File: src/core/ahbp_pkg.sv
package ahbp_pkg;

  localparam int DATA_W   = 28;
  localparam int HALF_W   = 16;
  localparam int ADDR_W   = 4;
  localparam int NUM_REGS = 16;
  localparam int NUM_HITS = 9;

  localparam logic [3:0]  ADDR_MODE    = 4'hE;
  localparam logic [3:0]  ADDR_FIFO_A  = 4'h8;
  localparam logic [3:0]  ADDR_FIFO_B  = 4'h9;
  localparam logic [27:0] MODE16_VALUE = 28'h0000010;
  localparam logic [27:0] REG_RESET    = 28'h0000000;

  localparam int CLK_PERIOD_NS = 100;
  localparam int MRST_RISE_NS  = 27;
  localparam int MRST_FALL_NS  = 13;
  localparam int PRST_RISE_NS  = 60;
  localparam int PRST_FALL_NS  = 13;

  function automatic int ns_to_cyc_min(input int ns);
    int cyc;
    cyc = (ns + CLK_PERIOD_NS - 1) / CLK_PERIOD_NS;
    return (cyc < 1) ? 1 : cyc;
  endfunction

  localparam int GATE_CNT_W    = 8;
  localparam int MRST_RISE_CYC = ns_to_cyc_min(MRST_RISE_NS);
  localparam int MRST_FALL_CYC = ns_to_cyc_min(MRST_FALL_NS);
  localparam int PRST_RISE_CYC = ns_to_cyc_min(PRST_RISE_NS);
  localparam int PRST_FALL_CYC = ns_to_cyc_min(PRST_FALL_NS);

  typedef enum logic [1:0] {
    HALF_LOW,
    HALF_HIGH_RD,
    HALF_HIGH_WR
  } ahbp_half_t;

endpackage

File: src/core/ahbp_hit_if.sv
`timescale 1ns/10ps
`default_nettype none
interface ahbp_hit_if;
  logic master_rst;
  logic partial_rst;
  logic hit_ok;

  modport port (output master_rst, output partial_rst, input hit_ok);
  modport gate (input master_rst, input partial_rst, output hit_ok);
endinterface
`default_nettype wire

File: src/core/ahbp_port.sv
// Notes on behaviour
// - Output-hold low drives bus always; high drives only during read strobe.
// - Writing 0x0000010 to address 14 selects 16-bit bus.
// - In 16-bit mode accesses come as two same-type strobes.
// - First half-word access is the low half, second the high half.
// - Top four bits of high half ignored on write, zero on read.
// - Last FIFO word: empty rises after first half-word read.
// - Hits ignored 27 ns after master reset rise, 13 ns after fall.
// - Hits ignored 60 ns after partial reset rise, 13 ns after fall.
// - Chip select, read and write strobes active low; access needs select.
// - One active-high empty output per interface FIFO.
`timescale 1ns/10ps
`default_nettype none
module ahbp_port #(
  parameter int DATA_W   = ahbp_pkg::DATA_W,
  parameter int NUM_HITS = ahbp_pkg::NUM_HITS
) (
  input  wire logic                REF_CLK_IN,
  input  wire logic                RST_IN,
  input  wire logic                CHIP_SELECT_N_IN,
  input  wire logic                READ_STROBE_N_IN,
  input  wire logic                WRITE_STROBE_N_IN,
  input  wire logic                OUTPUT_HOLD_N_IN,
  input  wire logic [3:0]          ADDR_IN,
  input  wire logic [DATA_W-1:0]   DATA_IN,
  output logic      [DATA_W-1:0]   DATA_OUT,
  output logic                     DATA_OE_OUT,
  input  wire logic [DATA_W-1:0]   FIFO_A_WORD_IN,
  input  wire logic                FIFO_A_EMPTY_IN,
  output logic                     FIFO_A_POP_OUT,
  output logic                     FIFO_A_EMPTY_OUT,
  input  wire logic [DATA_W-1:0]   FIFO_B_WORD_IN,
  input  wire logic                FIFO_B_EMPTY_IN,
  output logic                     FIFO_B_POP_OUT,
  output logic                     FIFO_B_EMPTY_OUT,
  output logic                     BUS16_OUT,
  input  wire logic                MASTER_RESET_IN,
  input  wire logic                PARTIAL_RESET_IN,
  input  wire logic [NUM_HITS-1:0] HIT_IN,
  output logic      [NUM_HITS-1:0] HIT_OUT
);

  localparam int HALF_W = ahbp_pkg::HALF_W;
  localparam int UP_W   = DATA_W - HALF_W;
  localparam int SYNC_W = 6 + 4 + DATA_W + NUM_HITS;

  // Pin synchroniser
  logic [SYNC_W-1:0] sync1;
  logic [SYNC_W-1:0] sync2;
  logic [SYNC_W-1:0] next_sync1;

  always_comb begin
    next_sync1 = {CHIP_SELECT_N_IN, READ_STROBE_N_IN, WRITE_STROBE_N_IN, OUTPUT_HOLD_N_IN,
                  MASTER_RESET_IN, PARTIAL_RESET_IN, ADDR_IN, DATA_IN, HIT_IN};
  end

  always_ff @(posedge REF_CLK_IN or posedge RST_IN) begin
    if (RST_IN) begin
      sync1 <= {4'hF, {(SYNC_W-4){1'b0}}};
      sync2 <= {4'hF, {(SYNC_W-4){1'b0}}};
    end else begin
      sync1 <= next_sync1;
      sync2 <= sync1;
    end
  end

  logic                cs_n;
  logic                rd_n;
  logic                wr_n;
  logic                hold_n;
  logic [3:0]          addr;
  logic [DATA_W-1:0]   wdata;
  logic [NUM_HITS-1:0] hits;

  ahbp_hit_if hif ();

  assign {cs_n, rd_n, wr_n, hold_n, hif.master_rst, hif.partial_rst, addr, wdata, hits} = sync2;

  ahbp_hit_gate u_gate (
    .clk (REF_CLK_IN),
    .rst (RST_IN),
    .hif (hif)
  );

  // Bus state
  logic [DATA_W-1:0]    regs [ahbp_pkg::NUM_REGS];
  logic [DATA_W-1:0]    next_regs [ahbp_pkg::NUM_REGS];
  ahbp_pkg::ahbp_half_t half;
  ahbp_pkg::ahbp_half_t next_half;
  logic [DATA_W-1:0]    hold_word;
  logic [DATA_W-1:0]    next_hold_word;
  logic                 bus16;
  logic                 next_bus16;
  logic [DATA_W-1:0]    next_dout;
  logic                 next_oe;
  logic                 next_pop_a;
  logic                 next_pop_b;
  logic                 rd_prev;
  logic                 wr_prev;
  logic [NUM_HITS-1:0]  hit_prev;
  logic [NUM_HITS-1:0]  next_hit;
  logic                 rd_start;
  logic                 wr_done;
  logic [DATA_W-1:0]    src_word;
  logic [DATA_W-1:0]    full_wr;
  logic                 wr_full;

  assign rd_start = !cs_n && rd_prev && !rd_n;
  assign wr_done  = !cs_n && !wr_prev && wr_n;

  always_comb begin
    next_regs      = regs;
    next_half      = half;
    next_hold_word = hold_word;
    next_bus16     = bus16;
    next_dout      = DATA_OUT;
    next_pop_a     = 1'b0;
    next_pop_b     = 1'b0;
    full_wr        = wdata;
    wr_full        = 1'b0;
    src_word       = regs[addr];
    if (addr == ahbp_pkg::ADDR_FIFO_A) begin
      src_word = FIFO_A_WORD_IN;
    end else if (addr == ahbp_pkg::ADDR_FIFO_B) begin
      src_word = FIFO_B_WORD_IN;
    end
    if (rd_start) begin
      if (bus16 && half == ahbp_pkg::HALF_HIGH_RD) begin
        // Second half comes from the held word, no new pop
        next_dout = {{(DATA_W-HALF_W){1'b0}}, 4'h0, hold_word[DATA_W-1:HALF_W]};
        next_half = ahbp_pkg::HALF_LOW;
      end else begin
        // Popping on the first half lets empty rise before the pair ends
        next_pop_a = (addr == ahbp_pkg::ADDR_FIFO_A) && !FIFO_A_EMPTY_IN;
        next_pop_b = (addr == ahbp_pkg::ADDR_FIFO_B) && !FIFO_B_EMPTY_IN;
        if (bus16) begin
          next_hold_word = src_word;
          next_dout      = {{UP_W{1'b0}}, src_word[HALF_W-1:0]};
          next_half      = ahbp_pkg::HALF_HIGH_RD;
        end else begin
          next_dout = src_word;
        end
      end
    end else if (wr_done) begin
      if (!bus16) begin
        wr_full = 1'b1;
      end else if (half == ahbp_pkg::HALF_HIGH_WR) begin
        full_wr   = {wdata[UP_W-1:0], hold_word[HALF_W-1:0]};
        wr_full   = 1'b1;
        next_half = ahbp_pkg::HALF_LOW;
      end else begin
        next_hold_word = {{UP_W{1'b0}}, wdata[HALF_W-1:0]};
        next_half      = ahbp_pkg::HALF_HIGH_WR;
      end
    end
    if (wr_full) begin
      next_regs[addr] = full_wr;
      if (addr == ahbp_pkg::ADDR_MODE) begin
        next_bus16 = (full_wr == ahbp_pkg::MODE16_VALUE);
        next_half  = ahbp_pkg::HALF_LOW;
      end
    end
    next_oe  = !hold_n || (!cs_n && !rd_n);
    next_hit = hits & ~hit_prev & {NUM_HITS{hif.hit_ok}};
  end

  always_ff @(posedge REF_CLK_IN or posedge RST_IN) begin
    if (RST_IN) begin
      for (int i = 0; i < ahbp_pkg::NUM_REGS; i++) begin
        regs[i] <= ahbp_pkg::REG_RESET;
      end
      half             <= ahbp_pkg::HALF_LOW;
      hold_word        <= '0;
      bus16            <= 1'b0;
      DATA_OUT         <= '0;
      DATA_OE_OUT      <= 1'b0;
      FIFO_A_POP_OUT   <= 1'b0;
      FIFO_B_POP_OUT   <= 1'b0;
      FIFO_A_EMPTY_OUT <= 1'b1;
      FIFO_B_EMPTY_OUT <= 1'b1;
      BUS16_OUT        <= 1'b0;
      rd_prev          <= 1'b1;
      wr_prev          <= 1'b1;
      hit_prev         <= '0;
      HIT_OUT          <= '0;
    end else begin
      regs             <= next_regs;
      half             <= next_half;
      hold_word        <= next_hold_word;
      bus16            <= next_bus16;
      DATA_OUT         <= next_dout;
      DATA_OE_OUT      <= next_oe;
      FIFO_A_POP_OUT   <= next_pop_a;
      FIFO_B_POP_OUT   <= next_pop_b;
      FIFO_A_EMPTY_OUT <= FIFO_A_EMPTY_IN;
      FIFO_B_EMPTY_OUT <= FIFO_B_EMPTY_IN;
      BUS16_OUT        <= next_bus16;
      rd_prev          <= rd_n;
      wr_prev          <= wr_n;
      hit_prev         <= hits;
      HIT_OUT          <= next_hit;
    end
  end

endmodule
`default_nettype wire

File: src/core/ahbp_hit_gate.sv
`timescale 1ns/10ps
`default_nettype none
module ahbp_hit_gate (
  input  wire logic  clk,
  input  wire logic  rst,
  ahbp_hit_if.gate   hif
);

  logic [ahbp_pkg::GATE_CNT_W-1:0] cnt;
  logic [ahbp_pkg::GATE_CNT_W-1:0] next_cnt;
  logic                            mrst_prev;
  logic                            prst_prev;

  function automatic logic [ahbp_pkg::GATE_CNT_W-1:0] at_least(
    input logic [ahbp_pkg::GATE_CNT_W-1:0] cur,
    input int                              cyc
  );
    logic [ahbp_pkg::GATE_CNT_W-1:0] v;
    v = ahbp_pkg::GATE_CNT_W'(cyc);
    return (cur > v) ? cur : v;
  endfunction

  always_comb begin
    next_cnt = cnt;
    if (cnt != '0) begin
      next_cnt = cnt - 1'b1;
    end
    if (hif.master_rst && !mrst_prev) begin
      next_cnt = at_least(next_cnt, ahbp_pkg::MRST_RISE_CYC);
    end
    if (!hif.master_rst && mrst_prev) begin
      next_cnt = at_least(next_cnt, ahbp_pkg::MRST_FALL_CYC);
    end
    if (hif.partial_rst && !prst_prev) begin
      next_cnt = at_least(next_cnt, ahbp_pkg::PRST_RISE_CYC);
    end
    if (!hif.partial_rst && prst_prev) begin
      next_cnt = at_least(next_cnt, ahbp_pkg::PRST_FALL_CYC);
    end
  end

  // Closed while either reset is high or a window is still running
  assign hif.hit_ok = (cnt == '0) && !hif.master_rst && !hif.partial_rst;

  always_ff @(posedge clk or posedge rst) begin
    if (rst) begin
      cnt       <= '0;
      mrst_prev <= 1'b0;
      prst_prev <= 1'b0;
    end else begin
      cnt       <= next_cnt;
      mrst_prev <= hif.master_rst;
      prst_prev <= hif.partial_rst;
    end
  end

endmodule
`default_nettype wire

File: config.mk
export PLATFORM = sky130hd
export DESIGN_NAME = ahbp_port
export DESIGN_NICKNAME = d
export VERILOG_FILES = /design/src/core/ahbp_pkg.sv /design/src/core/ahbp_hit_if.sv /design/src/core/ahbp_port.sv /design/src/core/ahbp_hit_gate.sv
export SDC_FILE = /design/constraint.sdc
export NUM_CORES = 1
export LEC_CHECK = 0
export ABC_AREA = 1
export BUFFER_PORTS_ARGS = -buffer_cell sky130_fd_sc_hd__buf_2
export CAP_MARGIN = 30
export CELL_PAD_IN_SITES_DETAIL_PLACEMENT = 2
export CELL_PAD_IN_SITES_GLOBAL_PLACEMENT = 2
export CORE_MARGIN = 3
export CORE_UTILIZATION = 41
export DETAILED_ROUTE_END_ITERATION = 6
export PLACE_DENSITY = 0.89
export SLEW_MARGIN = 20
export SYNTH_ARGS = -nofsm -noshare
export SYNTH_HDL_FRONTEND = slang
export SYNTH_SLANG_ARGS = --single-unit
File: constraint.sdc
create_clock -name REF_CLK_IN -period 34.9 [get_ports REF_CLK_IN]
set_input_delay 1.745 -clock REF_CLK_IN [delete_from_list [all_inputs] [get_ports REF_CLK_IN]]
set_output_delay 1.745 -clock REF_CLK_IN [all_outputs]
set_load 0.01 [all_outputs]
; ---- Word-level counts from Yosys, hierarchy flattened
; Index checks and enable logic that the tools add are counted.
[word_totals]
wordCells = 129
output_inout_bits = 43
regBits = 636
inputBits = 107
[classes]
n_eq_ne = 8
n_bitwise = 4
reduce_logical = 31
addsub = 1
magnitude_cmp = 6
mux = 45
[op_table]
columns = cell, n
row1 = 2-to-1 mux 28 bit, 17
row2 = bitwise mux 448 bit, 1
row3 = binary-select mux 28 bit (select 4 bit), 1
row4 = demux 28 bit (select 4 bit), 1
row5 = 2-to-1 mux 8 bit, 9
row6 = "> comparator 8 x 1 -> 1 bit, second input constant", 4
row7 = "== test 28 x 5 -> 1 bit, second input constant", 1
row8 = bitwise AND 9 bit, 2
row9 = 2-to-1 mux 2 bit, 8
row10 = logical AND 1 bit, 15
row11 = "== test 4 bit, second input constant", 3
row12 = logical NOT 1 bit, 10
row13 = NOT 9 bit, 1
row14 = logical NOT 8 bit, 1
row15 = 2-to-1 mux 1 bit, 8
row16 = nonzero test 8 bit, 1
row17 = "subtractor 8 x 1 -> 8 bit, second input constant", 1
row18 = "greater-or-equal comparator 5 bit, second input constant", 1
row19 = "< comparator 5 x 1 -> 1 bit, second input constant", 1
row20 = NOT 4 -> 5 bit, 1
row21 = "!= test 2 bit, second input constant", 2
row22 = AND reduction 4 bit, 1
row23 = "== test 2 x 1 -> 1 bit, second input constant", 1
row24 = "== test 2 bit, second input constant", 1
row25 = other kinds (3), 3

; ---- Longest topological paths before layout
; Gate-level depths: netlist (run 1).
[depth]
word_depth = 14
ltp_mapped = 15
mapped_depth_nobuf = 13

; ---- Cells and area by module
; A second synthesis (run 1) with hierarchy kept.
[unflattened]
hier_cells = 2976
hier_area_um2 = 26391.6
[by_module_without_submodules]
columns = module, instances, cells_each, area_each_um2
row1 = ahbp_port, 1, 2895, 25773.5
row2 = ahbp_hit_gate, 1, 81, 618.1

; ---- Worst setup path before layout (run 1)
; Ideal clock, no wire load.
[synth_path]
path_kind = reg2out
start = register FIFO_A_EMPTY_OUT
end = output FIFO_A_EMPTY_OUT
path_buffers = 0
arrival_ps = 520
path_slack_ps = 32635
stages_incl_launch_ff = 1
required_time_ps = 33155
cell_sequence = dfstp_2
[synth_lines]
columns = item, line
row1 = start: declaration, ahbp_port.sv:31  ; output logic FIFO_A_EMPTY_OUT,
row2 = start signal: assignment, ahbp_port.sv:179  ; FIFO_A_EMPTY_OUT <= 1'b1;
row3 = start signal: assignment, ahbp_port.sv:195  ; FIFO_A_EMPTY_OUT <= FIFO_A_EMPTY_IN;
; No word-level cell between the ends.

; ---- Worst setup path after layout (run 1)
[layout_path]
start = register sync2[38]
end = register hold_word[11]
[layout_between]
elab_chain_len = 9
word_cells_on_any_way = 11
classes_between = eq/ne: 2 / mux: 8 / bitwise: 1
[layout_rtl]
columns = item, line
row1 = start: declaration, ahbp_port.sv:49  ; logic [SYNC_W-1:0] sync2;
row2 = start signal: assignment, ahbp_port.sv:60  ; sync2 <= {4'hF, {(SYNC_W-4){1'b0}}};
row3 = start signal: assignment, ahbp_port.sv:63  ; sync2 <= sync1;
row4 = NOT 4 -> 5 bit (not written as such), ahbp_port.sv:121  ; src_word = regs[addr];
row5 = binary-select mux 28 bit (select 4 bit), ahbp_port.sv:121
row6 = 2-to-1 mux 28 bit (not written as such) (2 in a row), ahbp_port.sv:121
row7 = 2-to-1 mux 28 bit, ahbp_port.sv:124  ; end else if (addr == ahbp_pkg::ADDR_FIFO_B) begin
row8 = 2-to-1 mux 28 bit (*), ahbp_port.sv:122  ; if (addr == ahbp_pkg::ADDR_FIFO_A) begin
row9 = 2-to-1 mux 28 bit (*), ahbp_port.sv:136  ; if (bus16) begin
row10 = 2-to-1 mux 28 bit (*), ahbp_port.sv:128  ; if (bus16 && half == ahbp_pkg::HALF_HIGH_RD) begin
row11 = 2-to-1 mux 28 bit (*), ahbp_port.sv:127  ; if (rd_start) begin
row12 = end signal: assignment, ahbp_port.sv:189  ; hold_word <= next_hold_word;
row13 = end: declaration, ahbp_port.sv:90  ; logic [DATA_W-1:0] hold_word;
; Mark *: on every way between the ends. The rest lies on a longest branch, timed or not. The select of a mux whose other input is x is not followed.
; A chain may end at the register's enable or synchronous reset.

==> results.yml, run 1 <==
run_status:
  outcome: "finished clean"
floorplanning:
  die_y_um: 259
  rows: 91
  die-area_mm2: 0.0668
  core_area_mm2: 0.0624
  die_w_um: 259
  start_util_pct: 41.9
  num_io_pins: 150
setup_path:
  reg2reg_to: "hold_word[11]"
  arrival_ns: 5.26
  critPathLaunchType: "flop"
  end_kind: "flop"
  worstPathRequired_ns: 35.48
  rrSetupSlack_ns: 30.22
  critical_path.max_fanout: 49
  critPathKind: "flop to flop"
  r2r_cells: 13
  r2r_start: "sync2[38]"
synth:
  syn_avg_cell_area_um2: 8.89
  yosysWarnings: 0
  synth_compound_area_share_pct: 13.7
  synthTopCellsByArea: "dfrtp_1 58%, nand2_1 15%, o21ai_0 8.4%"
  synth_top_family_by_area: "simple AND/OR/NAND/NOR gates"
  yosysUniqueCellTypes: 41
  synth_area_leader_cell: "dfrtp_1"
  synth_xor_xnor_area_share_pct: 0.100
  synth_fa_ha_area_share_pct: 0.0957
  synth_nets: 3050
  synth_top_cell_area_share_pct: 58.2
  synthSimpleGateAreaFrac_pct: 20.7
  synth_area_mm2: 0.0262
  synth_seq_area_share_pct: 59.4
  ys_ff_latch: 620
  synthMuxAreaShare_pct: 0
  syn_inst: 2941
timing:
  rsz0062_at_grt: "false"
  slew_headroom_pct: 29.7
  holdWs_ns: 0.347
  setup_violations: 0
  hold_viol_final: 0
  min_period_ns: 4.68
  fmax_ghz: 0.214
  period_share_pct: 13.4
  worst_pin_slew_ns: 1.05
  tns_ns: 0
  clock_skew_ns: 0.0453
  slew_violations: 0
clocking:
  cts_resized: 0
  holdBufCountCts: 0
  clock_latency_ns: 0.67
  cts.reportedPaths.clkPinSlew_ns: 0.08
  clockRootBuffer: "clkbuf_16"
  cts_sinks: 620
  cts_tree: "done"
  cts_made_buffers: 71
  clockBufferDepth: 3
  post-cts-setup-buffers: 0
  htree_levels: 3
placed_design:
  hpwl_um: 66000
  portBuffers: 149
  gp_congestion: 0.833
detailed_routing:
  vias: 25300
  drc: 0
  vias_per_cell: 6.49
  drt_iter0_drc: 3154
  drt_wl_total_um: 136000
  wl_per_cell_um: 34.8
  dr.pass1.iters: 6
  final_antenna_net_count: 0
pwr:
  p_leak_nw: 14.3
  power.density_mw_per_mm2: 63.6
  peakVddDrop_mv: 0.0707
global_route:
  grtUsageTotal_pct: 39.2
  grt_antenna_before_repair: 5
  grt_pass1_wl_um: 194000
  grt_max_degree: 93
  grt_remaining_overflow: 0
  grt_pass1_vias: 28600
final_layout:
  nNetsFinal: 3110
  layout-drive-gt1-share_pct: 13.1
  area_growth_pct: 14.3
  nFillCells: 6566
worst_hold_path:
  min-delay-start: "sync1[6]"
  hold_class: "flop to flop"
  hold_end: "sync2[6]"
  hold_path_depth: 0
job:
  maxCapViolCount: 0
[cells in the final DEF, fill, tap and decap left out, drive strengths merged, types with 14 or more instances in the layout]
cell    Yosys  layout
nand2    1054    1054
dfrtp     608     608
o21ai     512     512
buf       103     190
inv       143     145
nor2      105     105
clkbuf    100     105
a22oi     103     103
nand4      64      64
nand3      59      59
a21oi      33      33
clkinv      0      17
or2        14      14
[critical path, cell delays in order (launching register included)]
cell and delay, ns:
dfrtp_1 0.38, buf_4 0.25, inv_2 0.43, nand2_2 0.55
inv_2 0.89, buf_4 0.72, a22oi_1 0.24, nand2_1 0.17
nand2_1 0.10, nand2_1 0.12, o21ai_0 0.27, nand3_1 0.19
nand2_1 0.08, inv_1 0.11
[synthesized netlist by cell type (all sizes together)]
master / number
a21oi: 33
a221oi: 1
a22oi: 103
a31oi: 1
buf: 103
clkbuf: 100
dfrtp: 608
dfstp: 12
ha: 2
inv: 143
nand2: 1054
nand3: 59
nand3b: 4
nand4: 64
nor2: 105
nor3: 7
nor3b: 9
nor4: 2
o2111ai: 1
o21ai: 512
o22ai: 1
or2: 14
xnor2: 1
xor2: 2
[flip-flops by register name, summed over array words and instances (netlist names), 2 cells and up]
register,flops
hit_prev,9
DATA_OUT,28
HIT_OUT,9
sync1,47
u_gate.cnt,8
hold_word,28
sync2,47
half,2
regs,432
[worst max-delay path by stage]
stage / startpoint / end / slack [ns]
after floorplan: RST_IN / DATA_OE_OUT / 15.81
after global placement: RST_IN / regs[68] / 29.80
after detailed placement: RST_IN / regs[68] / 29.61
after CTS: RST_IN / regs[225] / 30.27
after global routing: sync2[38] / hold_word[11] / 30.15
final: sync2[38] / hold_word[11] / 30.22
[report_power, final]
group          switching (mW)  total (mW)  internal, mW  leakage [nW]
combinational           0.171       0.233        0.0620          5.12
clock                   0.365       0.807         0.442          1.15
sequential             0.0646       0.861         0.796          8.05
[layer usage]
layer / track usage [%] / wire [um]
met3: 7.63 / 10200
met1: 44.2 / 47200
met4: 30.4 / 12500
met2: 65.4 / 65600
met5: 0 / 13
[layout make-up]
cell class                 count  area [um^2]  area share [%]
multi-input combinational   1975         9140            30.6
sequential                   620        15500            52.0
clock inverter                26          304            1.02
antenna                        4         10.0          0.0335
timing repair buffer         190         1260            4.21
inverter                     143          546            1.83
clock buffer                 105         2050            6.85
tap                          837         1050            3.50
[stage by stage]
step	utilization [%]	total power [mW]	setup WS [ns]	std cells	cell area, um^2
global placement	43.6	1.02	29.80	3753	27200
CTS	47.6	1.88	30.27	3890	29700
detailed placement	43.9	1.05	29.61	3759	27400
floorplan	-	0.962	15.81	2941	26200
finish	47.9	1.90	30.22	3900	29900
global route	47.9	1.95	30.15	3897	29900
[kinds of logic after synthesis]
logic type               Yosys count
AO/OA/AOI/OAI                    652
XOR/XNOR                           3
adder cells (fa/ha/maj)            2
buffers and inverters            346
flip-flops                       620
AND/OR/NAND/NOR                 1318
Power figures use the tool's default switching activity.
==> run 2, diff against run 1 <==
Settings changed: ABC_AREA 1 to 0, PLACE_DENSITY 0.89 to 0.84.
Clock period 34.9 ns to 4.48 ns, I/O delays scaled along.
==> run 2 against run 1 <==
Net effect:
- via count is 15% lower
- clock skew is 0.0088 ns lower
- final cell count is 16% lower
- flip-flop and latch count is 12 lower
- hold slack worse by 0.28 ns
- global-route usage is 3.3 points lower
- first-iteration DRC count is 20% lower
- clock power grew to 7.5 times the previous value
- critical path type unchanged
- largest cell class unchanged
==> results.yml, run 2 <==
clocking:
  clock_latency_ns: 0.65
  cts.reportedPaths.clkPinSlew_ns: 0.07
  clockBufferDepth: 3
  post-cts-setup-buffers: 0
  cts_resized: 0
  cts_sinks: 608
  cts_made_buffers: 66
  cts_tree: "done"
  holdBufCountCts: 64
  htree_levels: 3
  clockRootBuffer: "clkbuf_16"
setup_path:
  critical_path.max_fanout: 32
  rrSetupSlack_ns: 0.93
  crit_path_start: "sync2[45]"
  end_kind: "flop"
  critPathKind: "flop to flop"
  r2r_cells: 5
  critPathLaunchType: "flop"
  crit_path_top_delay_cell: "a221oi_4"
  reg2reg_to: "regs[202]"
  endpoint: "regs[202]"
  crit_chain: "inv_1, a221oi_4, nand3_2, buf_4, o21ai_0"
  r2r_start: "sync2[45]"
  worstPathRequired_ns: 4.98
  cp_slowest_stage_delay_ns: 0.89
  arrival_ns: 4.05
timing:
  fmax_ghz: 0.282
  period_share_pct: 79.3
  slew_violations: 0
  worst_pin_slew_ns: 1.04
  hold_viol_final: 0
  min_period_ns: 3.55
  clock_skew_ns: 0.0365
  setup_violations: 0
  rsz0062_at_grt: "false"
  slew_headroom_pct: 29.6
  tns_ns: 0
  holdWs_ns: 0.0712
final_layout:
  antennaDiodeCount: 0
  area_growth_pct: 17.7
  largest_registers: "regs (420), sync1 (47), sync2 (47)"
  final_cell_mix: "593 x dfrtp_1, 477 x nand2_1, 454 x o21ai_0"
  fin_util_pct: 49.1
  final_common_cell: "dfrtp_1"
  layout-drive-gt1-share_pct: 18.6
  nNetsFinal: 2570
  regMostFlops: "regs"
  largest_register_ffs: 420
  final_cells: 3294
worst_hold_path:
  hold_class: "input pin to flop"
run_status:
  outcome: "finished clean"
synth:
  yosysMostFrequentCell: "dfrtp_1"
  yosysUniqueCellTypes: 55
  synth_area_leader_cell: "dfrtp_1"
  syn_avg_cell_area_um2: 11.0
  async_flop_share_pct: 100
  synth_commonest_cells: "596 x dfrtp_1, 477 x nand2_1, 454 x o21ai_0"
  synth_nets: 2414
  yosysWarnings: 0
  synth_seq_area_share_pct: 60.1
  syn_inst: 2305
  ys_ff_latch: 608
  synthTopCellsByArea: "dfrtp_1 59%, o21ai_0 9.0%, nand2_1 7.1%"
  synth_top_cell_area_share_pct: 58.9
  synth_flop_cell: "dfrtp_1"
  synth_area_mm2: 0.0253
  synth_edf_count: 0
pwr:
  peakVddDrop_mv: 0.232
  total_power_mw: 14.4
  p_leak_nw: 13.4
  power.density_mw_per_mm2: 483
detailed_routing:
  wl_per_cell_um: 35.2
  drt_iter0_drc: 2538
  dr.pass1.iters: 5
  vias_per_cell: 6.56
  final_antenna_net_count: 0
  drt_wl_total_um: 116000
  drc: 0
  vias: 21600
floorplanning:
  die_w_um: 255
  num_io_pins: 150
  start_util_pct: 41.7
  core_area_mm2: 0.0607
  rows: 90
  die_y_um: 255
  die-area_mm2: 0.0648
global_route:
  grt_max_degree: 159
  grt_remaining_overflow: 0
  grt_pass1_vias: 24800
  grtUsageTotal_pct: 35.9
  grt_antenna_before_repair: 1
  grt_pass1_wl_um: 171000
placed_design:
  portBuffers: 149
  gp_congestion: 0.816
  dp.cells: 3105
  hpwl_um: 59300
job:
  maxCapViolCount: 0
==> run 2: changes by cell type after synthesis, moves of 22 or more <==
cell	delta
nand2_1	-568
inv_1	-116
a22oi_1	-103
mux2i_1	+64
mux4_2	+62
o22ai_1	+61
nand4_1	-56
nand3_1	-43
o21ai_1	-40
a22o_1	+31
nor2_1	-27
o31ai_1	+27
inv_2	-22
==> run 2: power by group <==
part | internal [mW] | total (mW) | switching [mW] | leakage (nW)
logic | 0.639 | 1.78 | 1.15 | 4.39
clock network | 3.50 | 6.08 | 2.59 | 1.13
registers | 6.04 | 6.53 | 0.487 | 7.91
==> run 2: critical path: cells and delay by family (launching register included) <==
family,cells,cell delay [ns]
buf+inv,2,0.62
flops,1,0.62
compound gates,2,1.31
simple gates,1,0.82
==> run 2: how the worst min path moves through the flow <==
stage,from,to,cells after the start
global route,FIFO_A_WORD_IN[23],hold_word[23],4
floorplan,FIFO_A_EMPTY_IN,FIFO_A_EMPTY_OUT,0
global placement,sync1[7],sync2[7],0
finish,FIFO_A_WORD_IN[18],hold_word[18],4
detailed placement,READ_STROBE_N_IN,sync1[45],1
CTS,FIFO_A_WORD_IN[20],hold_word[20],4
==> run 2: kinds of logic (layout without fill, tap and decap cells) <==
group / count (synthesis) / count (layout) / share of synthesized area [%]
AOI/OAI and AO/OA: 681 / 681 / 15.4
and+or+nand+nor: 643 / 643 / 10.6
DFF: 608 / 608 / 60.1
buffers and inverters: 203 / 410 / 3.73
muxes: 164 / 164 / 9.95
xor gates and xnor gates: 4 / 4 / 0.138
adders and majority gates: 2 / 2 / 0.0988
==> run 2: cell type report <==
type / count / area (um^2)
fillers: 5826 / 30900
flip-flops and latches: 608 / 15200
multi-input cells: 1494 / 9250
repair buffers: 286 / 2010
clock buffers: 98 / 1980
well taps: 782 / 978
clock inverters: 21 / 330
inverters: 5 / 22.5
==> run 2: through the flow <==
step / cell area (um^2) / worst slack, ns
CTS: 29700 / 1.06
floorplan: 25300 / -4.03
finish: 29800 / 0.929
detailed placement: 26800 / 1.22
global placement: 26700 / 1.37
global route: 29800 / 0.788
==> run 2: layer usage <==
layer  up-vias  GRT usage, %  part of all wire [%]
met4         0          23.3                   6.7
met3       442          7.54                   7.3
met1     11500          42.1                    37
li1       8403             -                     -
met2      1223          60.2                    49
met5         -             0                     0
